--- src/slu_pkg.sv ---
// constants and types shared by the scalar logical unit
// What this block does
// - opcode 044 writes AND of first and second source
// - 044 with j zero yields zero; k zero yields sign bit of first
// - opcode 045 writes first source AND complement of second
// - 045 with j equal k or j zero clears; k zero clears sign
// - opcode 046 writes exclusive OR of the two sources
// - 046 equal nonzero designators clear; j zero passes second; k zero toggles sign
// - opcode 047 writes bitwise equivalence of the two sources
// - 047 equal nonzero gives ones; j zero complements second; k zero spares sign
// - 047 with both designators zero gives sign clear, rest set
// - opcode 050 merges first source into old destination under mask
// - 050 j zero clears masked bits; k zero swaps sign; both clears sign
// - opcode 051 writes OR of the two sources
// - 051 special designators pass source, set sign, or give sign mask
// - opcodes 044 through 051 all execute in this logical unit
package slu_pkg;
    localparam int DATA_W = 64;
    localparam int DESIG_W = 3;
    localparam int OPC_W = 9;
    localparam logic [OPC_W-1:0] OPC_AND = 9'h024;   // octal 044
    localparam logic [OPC_W-1:0] OPC_ANDN = 9'h025;  // octal 045
    localparam logic [OPC_W-1:0] OPC_XOR = 9'h026;   // octal 046
    localparam logic [OPC_W-1:0] OPC_EQV = 9'h027;   // octal 047
    localparam logic [OPC_W-1:0] OPC_MRG = 9'h028;   // octal 050
    localparam logic [OPC_W-1:0] OPC_OR = 9'h029;    // octal 051
    localparam logic [DATA_W-1:0] SIGN_MASK = 64'h8000_0000_0000_0000;
    localparam logic [DATA_W-1:0] ZERO_WORD = 64'h0;
    localparam logic [DESIG_W-1:0] DESIG_ZERO = 3'h0;
    typedef enum logic [5:0] {
        SLU_AND  = 6'h01,
        SLU_ANDN = 6'h02,
        SLU_XOR  = 6'h04,
        SLU_EQV  = 6'h08,
        SLU_MRG  = 6'h10,
        SLU_OR   = 6'h20
    } slu_func_t;
endpackage : slu_pkg

--- src/slu_operand_sel.sv ---
// operand selection for the two source designators
module slu_operand_sel (
    input  wire logic [slu_pkg::DESIG_W-1:0] desigJ,
    input  wire logic [slu_pkg::DESIG_W-1:0] desigK,
    input  wire logic [slu_pkg::DATA_W-1:0]  firstSourceReg,
    input  wire logic [slu_pkg::DATA_W-1:0]  secondSourceReg,
    output logic      [slu_pkg::DATA_W-1:0]  opJ,
    output logic      [slu_pkg::DATA_W-1:0]  opK
);
    // register zero is never read here: the designator names a constant
    always_comb begin
        opJ = (desigJ == slu_pkg::DESIG_ZERO) ? slu_pkg::ZERO_WORD : firstSourceReg;
        opK = (desigK == slu_pkg::DESIG_ZERO) ? slu_pkg::SIGN_MASK : secondSourceReg;
    end
endmodule : slu_operand_sel

--- src/slu_opcode_dec.sv ---
// opcode decode for the logical unit
module slu_opcode_dec (
    input  wire logic [slu_pkg::OPC_W-1:0] opcode,
    output logic                           accept,
    output slu_pkg::slu_func_t             func
);
    // every opcode 044..051 is claimed, nothing else
    always_comb begin
        accept = 1'b1;
        func   = slu_pkg::SLU_AND;
        unique case (opcode)
            slu_pkg::OPC_AND:  func = slu_pkg::SLU_AND;
            slu_pkg::OPC_ANDN: func = slu_pkg::SLU_ANDN;
            slu_pkg::OPC_XOR:  func = slu_pkg::SLU_XOR;
            slu_pkg::OPC_EQV:  func = slu_pkg::SLU_EQV;
            slu_pkg::OPC_MRG:  func = slu_pkg::SLU_MRG;
            slu_pkg::OPC_OR:   func = slu_pkg::SLU_OR;
            default:           accept = 1'b0;
        endcase
    end
endmodule : slu_opcode_dec

--- src/slu_scalar_logical_unit.sv ---
// scalar logical unit: one-cycle pipelined bitwise operations 044..051
module slu_scalar_logical_unit (
    input  wire logic                          clk_sys,
    input  wire logic                          reset,
    input  wire logic                          issueValid,
    input  wire logic [slu_pkg::OPC_W-1:0]     opcode,
    input  wire logic [slu_pkg::DESIG_W-1:0]   desigI,
    input  wire logic [slu_pkg::DESIG_W-1:0]   desigJ,
    input  wire logic [slu_pkg::DESIG_W-1:0]   desigK,
    input  wire logic [slu_pkg::DATA_W-1:0]    firstSourceReg,
    input  wire logic [slu_pkg::DATA_W-1:0]    secondSourceReg,
    input  wire logic [slu_pkg::DATA_W-1:0]    destOldReg,
    output logic                               issueAccept,
    output logic                               resultValid,
    output logic      [slu_pkg::DESIG_W-1:0]   resultDesig,
    output logic      [slu_pkg::DATA_W-1:0]    resultData
);
    logic [slu_pkg::DATA_W-1:0]  opJ;
    logic [slu_pkg::DATA_W-1:0]  opK;
    logic                        decAccept;
    slu_pkg::slu_func_t          func;
    logic [slu_pkg::DATA_W-1:0]  result_nxt;
    logic                        resultValid_r;
    logic [slu_pkg::DESIG_W-1:0] resultDesig_r;
    logic [slu_pkg::DATA_W-1:0]  resultData_r;
    logic                        jZero;
    logic                        kZero;
    logic                        sameJK;

    slu_operand_sel u_sel (
        .desigJ          (desigJ),
        .desigK          (desigK),
        .firstSourceReg  (firstSourceReg),
        .secondSourceReg (secondSourceReg),
        .opJ             (opJ),
        .opK             (opK)
    );

    slu_opcode_dec u_dec (
        .opcode (opcode),
        .accept (decAccept),
        .func   (func)
    );

    assign issueAccept = issueValid & decAccept;

    // the special designator cases fall out of the constant operands alone;
    // no extra muxing, so all corner forms share one datapath
    always_comb begin
        result_nxt = slu_pkg::ZERO_WORD;
        unique case (func)
            slu_pkg::SLU_AND:  result_nxt = opJ & opK;
            slu_pkg::SLU_ANDN: result_nxt = opJ & ~opK;
            slu_pkg::SLU_XOR:  result_nxt = opJ ^ opK;
            slu_pkg::SLU_EQV:  result_nxt = ~(opJ ^ opK);
            slu_pkg::SLU_MRG:  result_nxt = (opJ & opK) | (destOldReg & ~opK);
            slu_pkg::SLU_OR:   result_nxt = opJ | opK;
        endcase
    end

    // result handshake: one-cycle valid pulse per accepted issue
    always_ff @(posedge clk_sys) begin
        if (reset) begin
            resultValid_r <= 1'b0;
        end else begin
            resultValid_r <= issueAccept;
        end
    end

    // result word and destination designator hold until next accepted issue
    always_ff @(posedge clk_sys) begin
        if (reset) begin
            resultData_r  <= slu_pkg::ZERO_WORD;
            resultDesig_r <= slu_pkg::DESIG_ZERO;
        end else if (issueAccept) begin
            resultData_r  <= result_nxt;
            resultDesig_r <= desigI;
        end
    end

    assign resultValid = resultValid_r;
    assign resultDesig = resultDesig_r;
    assign resultData  = resultData_r;

    // sign-bit helpers for the checks below; the sign is the top bit of the word
    function automatic logic [slu_pkg::DATA_W-1:0] clear_sign(
        input logic [slu_pkg::DATA_W-1:0] w
    );
        return w & ~slu_pkg::SIGN_MASK;
    endfunction : clear_sign

    function automatic logic [slu_pkg::DATA_W-1:0] set_sign(
        input logic [slu_pkg::DATA_W-1:0] w
    );
        return w | slu_pkg::SIGN_MASK;
    endfunction : set_sign

    function automatic logic [slu_pkg::DATA_W-1:0] flip_sign(
        input logic [slu_pkg::DATA_W-1:0] w
    );
        return w ^ slu_pkg::SIGN_MASK;
    endfunction : flip_sign

    // range test kept apart from the decoder so the checks do not copy it
    function automatic logic is_logical(
        input logic [slu_pkg::OPC_W-1:0] op
    );
        return (op >= slu_pkg::OPC_AND) && (op <= slu_pkg::OPC_OR);
    endfunction : is_logical

    // designator tests read only by the checks
    assign jZero  = (desigJ == slu_pkg::DESIG_ZERO);
    assign kZero  = (desigK == slu_pkg::DESIG_ZERO);
    assign sameJK = (desigJ == desigK);

    // checks compare against the raw register words, not the muxed operands,
    // so a broken operand select shows up as a wrong result

    // a zero designator must replace the register read by a constant; a nonzero one passes the register word
    a_opj_zero: assert property (@(posedge clk_sys) disable iff (reset)
        jZero
        |-> opJ == slu_pkg::ZERO_WORD)
        else $error("zero j operand not zero");
    a_opk_sign: assert property (@(posedge clk_sys) disable iff (reset)
        kZero
        |-> opK == slu_pkg::SIGN_MASK)
        else $error("zero k operand not sign mask");
    a_opj_pass: assert property (@(posedge clk_sys) disable iff (reset)
        !jZero
        |-> opJ == firstSourceReg)
        else $error("nonzero j operand not passed");
    a_opk_pass: assert property (@(posedge clk_sys) disable iff (reset)
        !kZero
        |-> opK == secondSourceReg)
        else $error("nonzero k operand not passed");

    // logical product and its special forms
    a_and_result: assert property (@(posedge clk_sys) disable iff (reset)
        issueAccept && opcode == slu_pkg::OPC_AND && !jZero && !kZero
        |=> resultData == ($past(firstSourceReg) & $past(secondSourceReg)))
        else $error("and result wrong");
    a_and_same: assert property (@(posedge clk_sys) disable iff (reset)
        issueAccept && opcode == slu_pkg::OPC_AND && sameJK && !jZero
        |=> resultData == $past(firstSourceReg))
        else $error("and same designators not passed");
    a_and_jzero: assert property (@(posedge clk_sys) disable iff (reset)
        issueAccept && opcode == slu_pkg::OPC_AND && jZero
        |=> resultData == slu_pkg::ZERO_WORD)
        else $error("and with zero j not zero");
    a_and_kzero: assert property (@(posedge clk_sys) disable iff (reset)
        issueAccept && opcode == slu_pkg::OPC_AND && !jZero && kZero
        |=> resultData == ($past(firstSourceReg) & slu_pkg::SIGN_MASK))
        else $error("and sign extract wrong");

    // product with complement; equal designators cancel to zero
    a_andn_result: assert property (@(posedge clk_sys) disable iff (reset)
        issueAccept && opcode == slu_pkg::OPC_ANDN && !jZero && !kZero
        |=> resultData == ($past(firstSourceReg) & ~$past(secondSourceReg)))
        else $error("andn result wrong");
    a_andn_same: assert property (@(posedge clk_sys) disable iff (reset)
        issueAccept && opcode == slu_pkg::OPC_ANDN && sameJK
        |=> resultData == slu_pkg::ZERO_WORD)
        else $error("andn same designators not zero");
    a_andn_jzero: assert property (@(posedge clk_sys) disable iff (reset)
        issueAccept && opcode == slu_pkg::OPC_ANDN && jZero
        |=> resultData == slu_pkg::ZERO_WORD)
        else $error("andn zero j not zero");
    a_andn_kzero: assert property (@(posedge clk_sys) disable iff (reset)
        issueAccept && opcode == slu_pkg::OPC_ANDN && !jZero && kZero
        |=> resultData == clear_sign($past(firstSourceReg)))
        else $error("andn sign clear wrong");

    // logical difference; the sign mask operand toggles only the sign
    a_xor_result: assert property (@(posedge clk_sys) disable iff (reset)
        issueAccept && opcode == slu_pkg::OPC_XOR && !jZero && !kZero
        |=> resultData == ($past(firstSourceReg) ^ $past(secondSourceReg)))
        else $error("xor result wrong");
    a_xor_same: assert property (@(posedge clk_sys) disable iff (reset)
        issueAccept && opcode == slu_pkg::OPC_XOR && sameJK && !jZero
        |=> resultData == slu_pkg::ZERO_WORD)
        else $error("xor same designators not zero");
    a_xor_jzero: assert property (@(posedge clk_sys) disable iff (reset)
        issueAccept && opcode == slu_pkg::OPC_XOR && jZero && !kZero
        |=> resultData == $past(secondSourceReg))
        else $error("xor pass second wrong");
    a_xor_kzero: assert property (@(posedge clk_sys) disable iff (reset)
        issueAccept && opcode == slu_pkg::OPC_XOR && !jZero && kZero
        |=> resultData == flip_sign($past(firstSourceReg)))
        else $error("xor sign toggle wrong");
    a_xor_both0: assert property (@(posedge clk_sys) disable iff (reset)
        issueAccept && opcode == slu_pkg::OPC_XOR && jZero && kZero
        |=> resultData == slu_pkg::SIGN_MASK)
        else $error("xor both zero wrong");

    // equivalence is the complement of the difference, corner forms included
    a_eqv_value: assert property (@(posedge clk_sys) disable iff (reset)
        issueAccept && opcode == slu_pkg::OPC_EQV && !jZero && !kZero
        |=> resultData == ~($past(firstSourceReg) ^ $past(secondSourceReg)))
        else $error("eqv result wrong");
    a_eqv_result: assert property (@(posedge clk_sys) disable iff (reset)
        issueAccept && opcode == slu_pkg::OPC_EQV && sameJK && !jZero
        |=> &resultData)
        else $error("eqv same designators not ones");
    a_eqv_jzero: assert property (@(posedge clk_sys) disable iff (reset)
        issueAccept && opcode == slu_pkg::OPC_EQV && jZero && !kZero
        |=> resultData == ~$past(secondSourceReg))
        else $error("eqv zero j not complement");
    a_eqv_kzero: assert property (@(posedge clk_sys) disable iff (reset)
        issueAccept && opcode == slu_pkg::OPC_EQV && !jZero && kZero
        |=> resultData == ~flip_sign($past(firstSourceReg)))
        else $error("eqv zero k spared wrong bits");
    a_eqv_both0: assert property (@(posedge clk_sys) disable iff (reset)
        issueAccept && opcode == slu_pkg::OPC_EQV && jZero && kZero
        |=> resultData == ~slu_pkg::SIGN_MASK)
        else $error("eqv both zero wrong");

    // merge reads the old destination word; a stale forward would show here
    // first, since no other opcode depends on it
    a_mrg_result: assert property (@(posedge clk_sys) disable iff (reset)
        issueAccept && opcode == slu_pkg::OPC_MRG && !jZero && !kZero
        |=> resultData == (($past(firstSourceReg) & $past(secondSourceReg))
            | ($past(destOldReg) & ~$past(secondSourceReg))))
        else $error("merge result wrong");
    a_mrg_same: assert property (@(posedge clk_sys) disable iff (reset)
        issueAccept && opcode == slu_pkg::OPC_MRG && sameJK && !jZero
        |=> resultData == ($past(firstSourceReg) | $past(destOldReg)))
        else $error("merge same designators wrong");
    a_mrg_jzero: assert property (@(posedge clk_sys) disable iff (reset)
        issueAccept && opcode == slu_pkg::OPC_MRG && jZero && !kZero
        |=> resultData == ($past(destOldReg) & ~$past(secondSourceReg)))
        else $error("merge zero j did not clear");
    a_mrg_kzero: assert property (@(posedge clk_sys) disable iff (reset)
        issueAccept && opcode == slu_pkg::OPC_MRG && kZero
        |=> clear_sign(resultData) == clear_sign($past(destOldReg)))
        else $error("merge touched non sign bits");
    a_mrg_sign: assert property (@(posedge clk_sys) disable iff (reset)
        issueAccept && opcode == slu_pkg::OPC_MRG && !jZero && kZero
        |=> resultData[slu_pkg::DATA_W-1] == $past(firstSourceReg[slu_pkg::DATA_W-1]))
        else $error("merge sign not replaced");
    a_mrg_both0: assert property (@(posedge clk_sys) disable iff (reset)
        issueAccept && opcode == slu_pkg::OPC_MRG && jZero && kZero
        |=> resultData == clear_sign($past(destOldReg)))
        else $error("merge both zero wrong");

    // logical sum; a zero k forces the sign bit on
    a_or_result: assert property (@(posedge clk_sys) disable iff (reset)
        issueAccept && opcode == slu_pkg::OPC_OR && !jZero && !kZero
        |=> resultData == ($past(firstSourceReg) | $past(secondSourceReg)))
        else $error("or result wrong");
    a_or_same: assert property (@(posedge clk_sys) disable iff (reset)
        issueAccept && opcode == slu_pkg::OPC_OR && sameJK && !jZero
        |=> resultData == $past(firstSourceReg))
        else $error("or same designators not passed");
    a_or_jzero: assert property (@(posedge clk_sys) disable iff (reset)
        issueAccept && opcode == slu_pkg::OPC_OR && jZero && !kZero
        |=> resultData == $past(secondSourceReg))
        else $error("or zero j not passed");
    a_or_kzero: assert property (@(posedge clk_sys) disable iff (reset)
        issueAccept && opcode == slu_pkg::OPC_OR && !jZero && kZero
        |=> resultData == set_sign($past(firstSourceReg)))
        else $error("or sign set wrong");
    a_or_both0: assert property (@(posedge clk_sys) disable iff (reset)
        issueAccept && opcode == slu_pkg::OPC_OR && jZero && kZero
        |=> resultData == slu_pkg::SIGN_MASK)
        else $error("or both zero wrong");

    // issue handshake: claim exactly the six opcodes, answer one cycle later
    // and hold the result word and designator, valid low, when nothing is taken
    a_accept_range: assert property (@(posedge clk_sys) disable iff (reset)
        issueValid && is_logical(opcode)
        |-> issueAccept ##1 resultValid)
        else $error("logical opcode not taken");
    a_refuse_other: assert property (@(posedge clk_sys) disable iff (reset)
        issueValid && !is_logical(opcode)
        |-> !issueAccept)
        else $error("foreign opcode taken");
    a_valid_pulse: assert property (@(posedge clk_sys) disable iff (reset)
        !issueAccept
        |=> !resultValid)
        else $error("result valid without issue");
    a_result_held: assert property (@(posedge clk_sys) disable iff (reset)
        !issueAccept
        |=> $stable(resultData) && $stable(resultDesig))
        else $error("result changed without issue");
    a_desig_follow: assert property (@(posedge clk_sys) disable iff (reset)
        issueAccept
        |=> resultDesig == $past(desigI))
        else $error("result designator wrong");
    a_func_onehot: assert property (@(posedge clk_sys) disable iff (reset)
        decAccept
        |-> $onehot(func))
        else $error("function select not one hot");

    // reset leaves every registered result output at its idle value one edge later
    a_reset_clear: assert property (@(posedge clk_sys)
        reset
        |=> !resultValid && resultData == slu_pkg::ZERO_WORD
            && resultDesig == slu_pkg::DESIG_ZERO)
        else $error("outputs not cleared by reset");
endmodule : slu_scalar_logical_unit

--- config.mk ---
export PLATFORM = sky130hd
export DESIGN_NAME = slu_scalar_logical_unit
export DESIGN_NICKNAME = d
export VERILOG_FILES = /design/src/slu_pkg.sv /design/src/slu_operand_sel.sv /design/src/slu_opcode_dec.sv /design/src/slu_scalar_logical_unit.sv
export SDC_FILE = /design/constraint.sdc
export NUM_CORES = 1
export LEC_CHECK = 0
export CAP_MARGIN = 5
export CORE_ASPECT_RATIO = 2
export CORE_MARGIN = 2
export CORE_UTILIZATION = 30
export DETAILED_ROUTE_END_ITERATION = 10
export DONT_BUFFER_PORTS = 1
export GPL_TIMING_DRIVEN = 0
export PLACE_DENSITY = 0.45
export SYNTH_ARGS = -nofsm -noshare
export SYNTH_HDL_FRONTEND = slang
export SYNTH_SLANG_ARGS = --single-unit
--- constraint.sdc ---
create_clock -name clk_sys -period 2 [get_ports clk_sys]
set_clock_uncertainty 0.15 [all_clocks]
set_input_delay 0 -clock clk_sys [delete_from_list [all_inputs] [get_ports clk_sys]]
set_output_delay 0 -clock clk_sys [all_outputs]
set_load 0.01 [all_outputs]
# After elaboration in Yosys (flattened, before gate mapping)
# Cells that the tools add are included.
[word_totals]
reg_bits = 68
latchBits = 0
ramBits = 0
romBits = 0
out_inout_bits = 69
mem_count = 0
[op_classes]
n_addsub = 0
mul = 0
div = 0
order_cmp = 0
n_eq_ne = 12
shifts = 0
mux = 5
bitwise_logic = 9
n_reduce_logical = 3
[op_table]
columns = ["cell", "count"]
rows = [
  ["case mux 64 bit (6 select lines)", 1],
  ["bitwise AND 64 bit", 3],
  ["2-to-1 mux 64 bit", 2],
  ["inverter 64 bit", 2],
  ["OR 64 bit", 2],
  ["XOR 64 bit", 1],
  ["== test 9 x 6 -> 1 bit (second input constant)", 6],
  ["case mux 6 bit (5 select lines)", 1],
  ["== test 6 x 1 -> 1 bit (second input constant)", 1],
  ["== test 6 x 2 -> 1 bit (second input constant)", 1],
  ["== test 6 x 3 -> 1 bit (second input constant)", 1],
  ["== test 6 x 4 -> 1 bit (second input constant)", 1],
  ["== test 6 x 5 -> 1 bit (second input constant)", 1],
  ["== test 6 bit (second input constant)", 1],
  ["zero test 3 bit", 2],
  ["OR reduction 6 bit", 1],
  ["bitwise AND 1 bit", 1],
  ["2-to-1 mux 1 bit", 1],
]

# Depth between registers and ports, before layout
[logic_depth]
word_depth = 6
depth_mapped = 11
ltp_nobuf = 9

# Hierarchy
# A second synthesis with hierarchy kept.
[unflattened]
cells_unflattened = 1319
hier_area_um2 = 10302.4
[by_module_without_submodules]
columns = ["mod", "instances", "cells_each", "area_per_inst_um2", "seq_area_each_um2"]
rows = [
  ["slu_scalar_logical_unit", 1, 1157, 9275.1, 1361.3],
  ["slu_operand_sel", 1, 142, 895.9, 0.0],
  ["slu_opcode_dec", 1, 20, 131.4, 0.0],
]

# Worst setup path after synthesis
# Ideal clock, no wire load.
[synth_path]
path_kind = "input to register"
startpoint = "input port desigK[2] in the netlist's numbering"
endpoint = "register resultData_r (netlist bit resultData[0])"
arrival_time_ns = 1.760
setup_slack_ns = 0.014
path_stages = 10
path_buffers = 2
path_cell_list = "or3_1 > clkbuf_1 > clkbuf_1 > nand2_1 > ha_1 > xnor2_1 > a211o_1 > o21ai_0 > a2bb2oi_1 > o22ai_1"
[synth_between]
elab_chain_cells = 6
word_cells_on_any_way = 11
classes_between = "mux (2); bitwise (8); reduce/logical (1)"
[synth_lines]
columns = ["element", "line", "source"]
rows = [
  ["start, declared", "slu_scalar_logical_unit.sv:9", "input wire logic [slu_pkg::DESIG_W-1:0] desigK,"],
  ["zero test 3 bit *", "slu_operand_sel.sv:13", "opK = (desigK == slu_pkg::DESIG_ZERO) ? slu_pkg::SIGN_MASK : secondSourceReg;"],
  ["2-to-1 mux 64 bit *", "slu_operand_sel.sv:13", ""],
  ["inverter 64 bit", "slu_scalar_logical_unit.sv:53, slu_scalar_logical_unit.sv:56", ""],
  ["bitwise AND 64 bit", "slu_scalar_logical_unit.sv:56", "slu_pkg::SLU_MRG: result_nxt = (opJ & opK) | (destOldReg & ~opK);"],
  ["OR 64 bit", "slu_scalar_logical_unit.sv:56", ""],
  ["case mux 64 bit (6 select lines) *", "slu_scalar_logical_unit.sv:51", "unique case (func)"],
  ["end signal, assigned", "slu_scalar_logical_unit.sv:73", "resultData_r <= slu_pkg::ZERO_WORD;"],
  ["end signal, assigned", "slu_scalar_logical_unit.sv:76", "resultData_r <= result_nxt;"],
  ["end, declared", "slu_scalar_logical_unit.sv:25", "logic [slu_pkg::DATA_W-1:0] resultData_r;"],
]
# Every way passes the cells marked *; elsewhere a longest branch is shown, timed or not.
# A chain may end at the register's enable or synchronous reset.

# Final worst setup path
[layout_path]
startpoint = "input port desigJ[1] in the netlist's numbering"
endpoint = "register resultData_r (netlist bit resultData[22])"
[layout_between]
elab_chain_cells = 5
word_cells_on_any_way = 9
classes_between = "mux (2); bitwise (6); reduce/logical (1)"
[layout_lines]
columns = ["element", "line", "source"]
rows = [
  ["start, declared", "slu_scalar_logical_unit.sv:8", "input wire logic [slu_pkg::DESIG_W-1:0] desigJ,"],
  ["zero test 3 bit *", "n/a", ""],
  ["2-to-1 mux 64 bit *", "slu_operand_sel.sv:12", "opJ = (desigJ == slu_pkg::DESIG_ZERO) ? slu_pkg::ZERO_WORD : firstSourceReg;"],
  ["bitwise AND 64 bit or XOR 64 bit (tied branches)", "n/a", ""],
  ["OR 64 bit or inverter 64 bit (tied branches)", "slu_scalar_logical_unit.sv:56, slu_scalar_logical_unit.sv:55", ""],
  ["case mux 64 bit (6 select lines) *", "slu_scalar_logical_unit.sv:51", ""],
]
# Marks and branches as above.

==> metrics.txt <==
area grow syn2layout=23.9%; Max-Cap Viols=0; top cells by area, synth=ha_1 25%, dfxtp_1 14%, o22ai_1 5.5%, mux2i_1 5.4%, inv_1 5.1%; Max Freq=0.525 GHz; H-Tree Depth=3; Pint=3060 uW; DP HPWL=between 20000 and 30000 um; Final setup viols=0; CTS buffer count=9; Total Wirelength=between 40000 and 50000 um; routability-driven placement congestion ratio=0.839; CTS Buffer Depth=2; clock root cell=clkbuf_16; FF-to-FF setup slack=between 0.9 and 1 ns; register bit total from synthesis=68; CP Class=in -> reg; sequential share of the synthesized area=14.3%; clock share of power=a little over a third; fin nets=about 1.8k; Worst-Skew Late Latency=roughly 0.36 ns; Worst Setup Start Kind=input port; Vias=~9.6k; Sequential Power Share=28.4%; Switch Pwr=between 1500 and 2000 uW; # rows=92; Post-DRT Antenna Nets=0; Critical Path Fanout Max=10; number of global-route vias before repair=9885; Final Hold Violating Endpoints=1; drt pass-1 iters=5; RSZ-0062 raised after global routing=yes; leak pwr=around 0.0056 uW; CTS tree=done; die height=about 260 um; Synth area leader=ha_1; GRT overflow=0; Boundary Pins=between 200 and 300; most frequent cells after synthesis=192 x ha_1, 130 x inv_1, 125 x nand2_1, 83 x o22ai_1, 68 x dfxtp_1; WHS Path Cells=4; HP Class=in -> reg; WHS Endpoint=resultData[41]$_SDFFE_PP0P_; drt initial violations=just under 600; status=finished, violations left; layout cells sized above 1=6.06%; pwr/cell area=a little over 400 nW/um^2; Core Region=roughly 31000 um^2; worst hold start=opcode[1]; max-slew violations=0; FF-to-FF Start=resultData[1]$_SDFFE_PP0P_; Routed wire per std cell=around 23 um; number of synthesized flops with an enable pin=0; Clock transition at path regs=roughly 0.070 ns; post-synthesis area per instance=between 7 and 8 um^2; Synth cell types=39; Sinks on Clock Net=~70; post-synth top area share=about a quarter; first-pass GRT wire length=slightly above 60000 um; reg2reg end=resultData[1]$_SDFFE_PP0P_; ANT cells=0; crit path time final=1.91 ns; Starting Density=~30%; antenna violations before repair=0; port bufs=0; Worst Tran Pin Value=around 0.94 ns; reg2reg path depth=3; Synth warnings=0; fin crit share=95.3%; failing checks=hold timing; die width=about 130 um; GRT Util Overall=24.4%; worst hold slack=-0.000361 ns; Synth async-reset ratio=0%; count leader, synth=ha_1; vias per cell=between 5 and 6; switch share=approximately 36%; critical path arrival=around 2.0 ns; fin util=approximately 38%; dpl cell area=~10000 um^2; dominant synthesized flop cell=dfxtp_1; Post-Syn Nets=1625; Data required, critical path=approximately 2.1 ns; synthesized cell area=between 9000 and 10000 um^2; largest net degree at the start of global routing=12; # DRC=0; die area=roughly 33000 um^2; worst vdd ir=around 0.45 mV; combinational share of power=about a third; Cells after Synth=approximately 1.2k; slew margin rel.=37.1%; final instance area=roughly 12000 um^2; critical path endpoint category=flip-flop
routing by layer:
layer  GRT usage, %  vias up  share of wire (%)
met5              0        -                  0
met4           7.97        0                2.5
met3           5.66       51                8.0
met2           42.4      406                 49
met1           29.2     4596                 40
li1               -     4590                  -
registers in the layout, summed over array words and instances (netlist names):
signal,flops
resultData,64
resultValid,1
resultDesig,3
worst max-delay path, stage by stage:
cell	delay, ns
or3_4	0.46
clkbuf_2	0.29
nand2_1	0.18
ha_1	0.25
xor2_1	0.14
a22oi_1	0.15
o22ai_1	0.10
a2bb2oi_1	0.28
o22ai_1	0.11
layout make-up:
cell class                      count  area, um^2
Inverter                          130         488
Tap cell                          423         529
Buffer                            104         513
Sequential cell                    68        1360
Fill cell                        3340       19600
Timing Repair Buffer              136        1350
Clock buffer                       11         233
Multi-Input combinational cell    916        7230
Clock inverter                      5        52.6
layout by cell type (no fill, tap or decap), types with 5 or more instances in the layout:
cell type        n
ha_1           192
dlygate4sd3_1  133
inv_1          130
nand2_1        123
o22ai_1         83
dfxtp_1         68
a31oi_1         63
o21ai_0         58
clkbuf_1        53
mux2i_1         51
a2bb2oi_1       51
a21oi_1         47
xnor2_1         43
a211o_1         43
and2_1          38
a22oi_1         33
buf_2           26
and2_0          25
xor2_1          21
o31ai_1         15
clkbuf_2        10
clkbuf_16        9
o31ai_2          6
clkbuf_4         5
buf_1            5
buf_6            5
worst max-delay path by stage:
| stage | endpoint | start | slack [ns] | cells past startpoint |
|---|---|---|---|---|
| after floorplan | resultData[0]$_SDFFE_PP0P_ | desigK[2] | 0.01 | 10 |
| after global placement | resultData[47]$_SDFFE_PP0P_ | desigK[2] | -1.01 | 10 |
| after detailed placement | resultData[49]$_SDFFE_PP0P_ | desigK[2] | -1.0 | 10 |
| after CTS | resultData[4]$_SDFFE_PP0P_ | opcode[1] | 0.008 | 8 |
| after global routing | resultData[44]$_SDFFE_PP0P_ | desigK[2] | -0.04 | 6 |
| final | resultData[22]$_SDFFE_PP0P_ | desigJ[1] | 0.09 | 9 |
kinds of logic (layout without fill, tap and decap cells):
| logic type | after synthesis | count (layout) | synth area share [%] |
|---|---|---|---|
| flops | 68 | 68 | 14.3 |
| mux | 52 | 52 | 5.50 |
| fa+ha+maj | 192 | 192 | 25.3 |
| xor+xnor | 64 | 64 | 5.91 |
| simple gates | 207 | 207 | 10.5 |
| compound gates | 401 | 401 | 28.3 |
| buf+inv | 236 | 386 | 10.2 |
metrics by stage:
| step | setup WS, ns | setup TNS [ns] | instances | total power, uW |
|---|---|---|---|---|
| floorplan | 0.0141 | 0 | 1220 | 2460 |
| global placement | -1.01 | -52.49 | 1643 | 2750 |
| detailed placement | -0.998 | -54.18 | 1643 | 2800 |
| CTS | 0.00832 | 0 | 1792 | 4780 |
| global route | -0.0389 | -0.141 | 1793 | 5040 |
| finish | 0.0945 | 0 | 1793 | 4770 |
power by group through the flow:
| stage | registers [uW] | logic, uW | clock network [uW] |
|---|---|---|---|
| floorplan | 1390 | 1070 | 0 |
| global placement | 1390 | 1360 | 0 |
| detailed placement | 1390 | 1410 | 0 |
| CTS | 1360 | 1660 | 1760 |
| global route | 1360 | 1860 | 1820 |
| finish | 1360 | 1680 | 1740 |
what timing repair did:
item / CTS / global route
endpoints found under the setup margin: 63 / 45
pin swaps: 1 / 0
setup buffers: 3 / 0
hold endpoints to repair: 68 / 3
gates resized for setup: 33 / 19
hold buffers: 132 / 1
(Power assumes the default switching activity.)
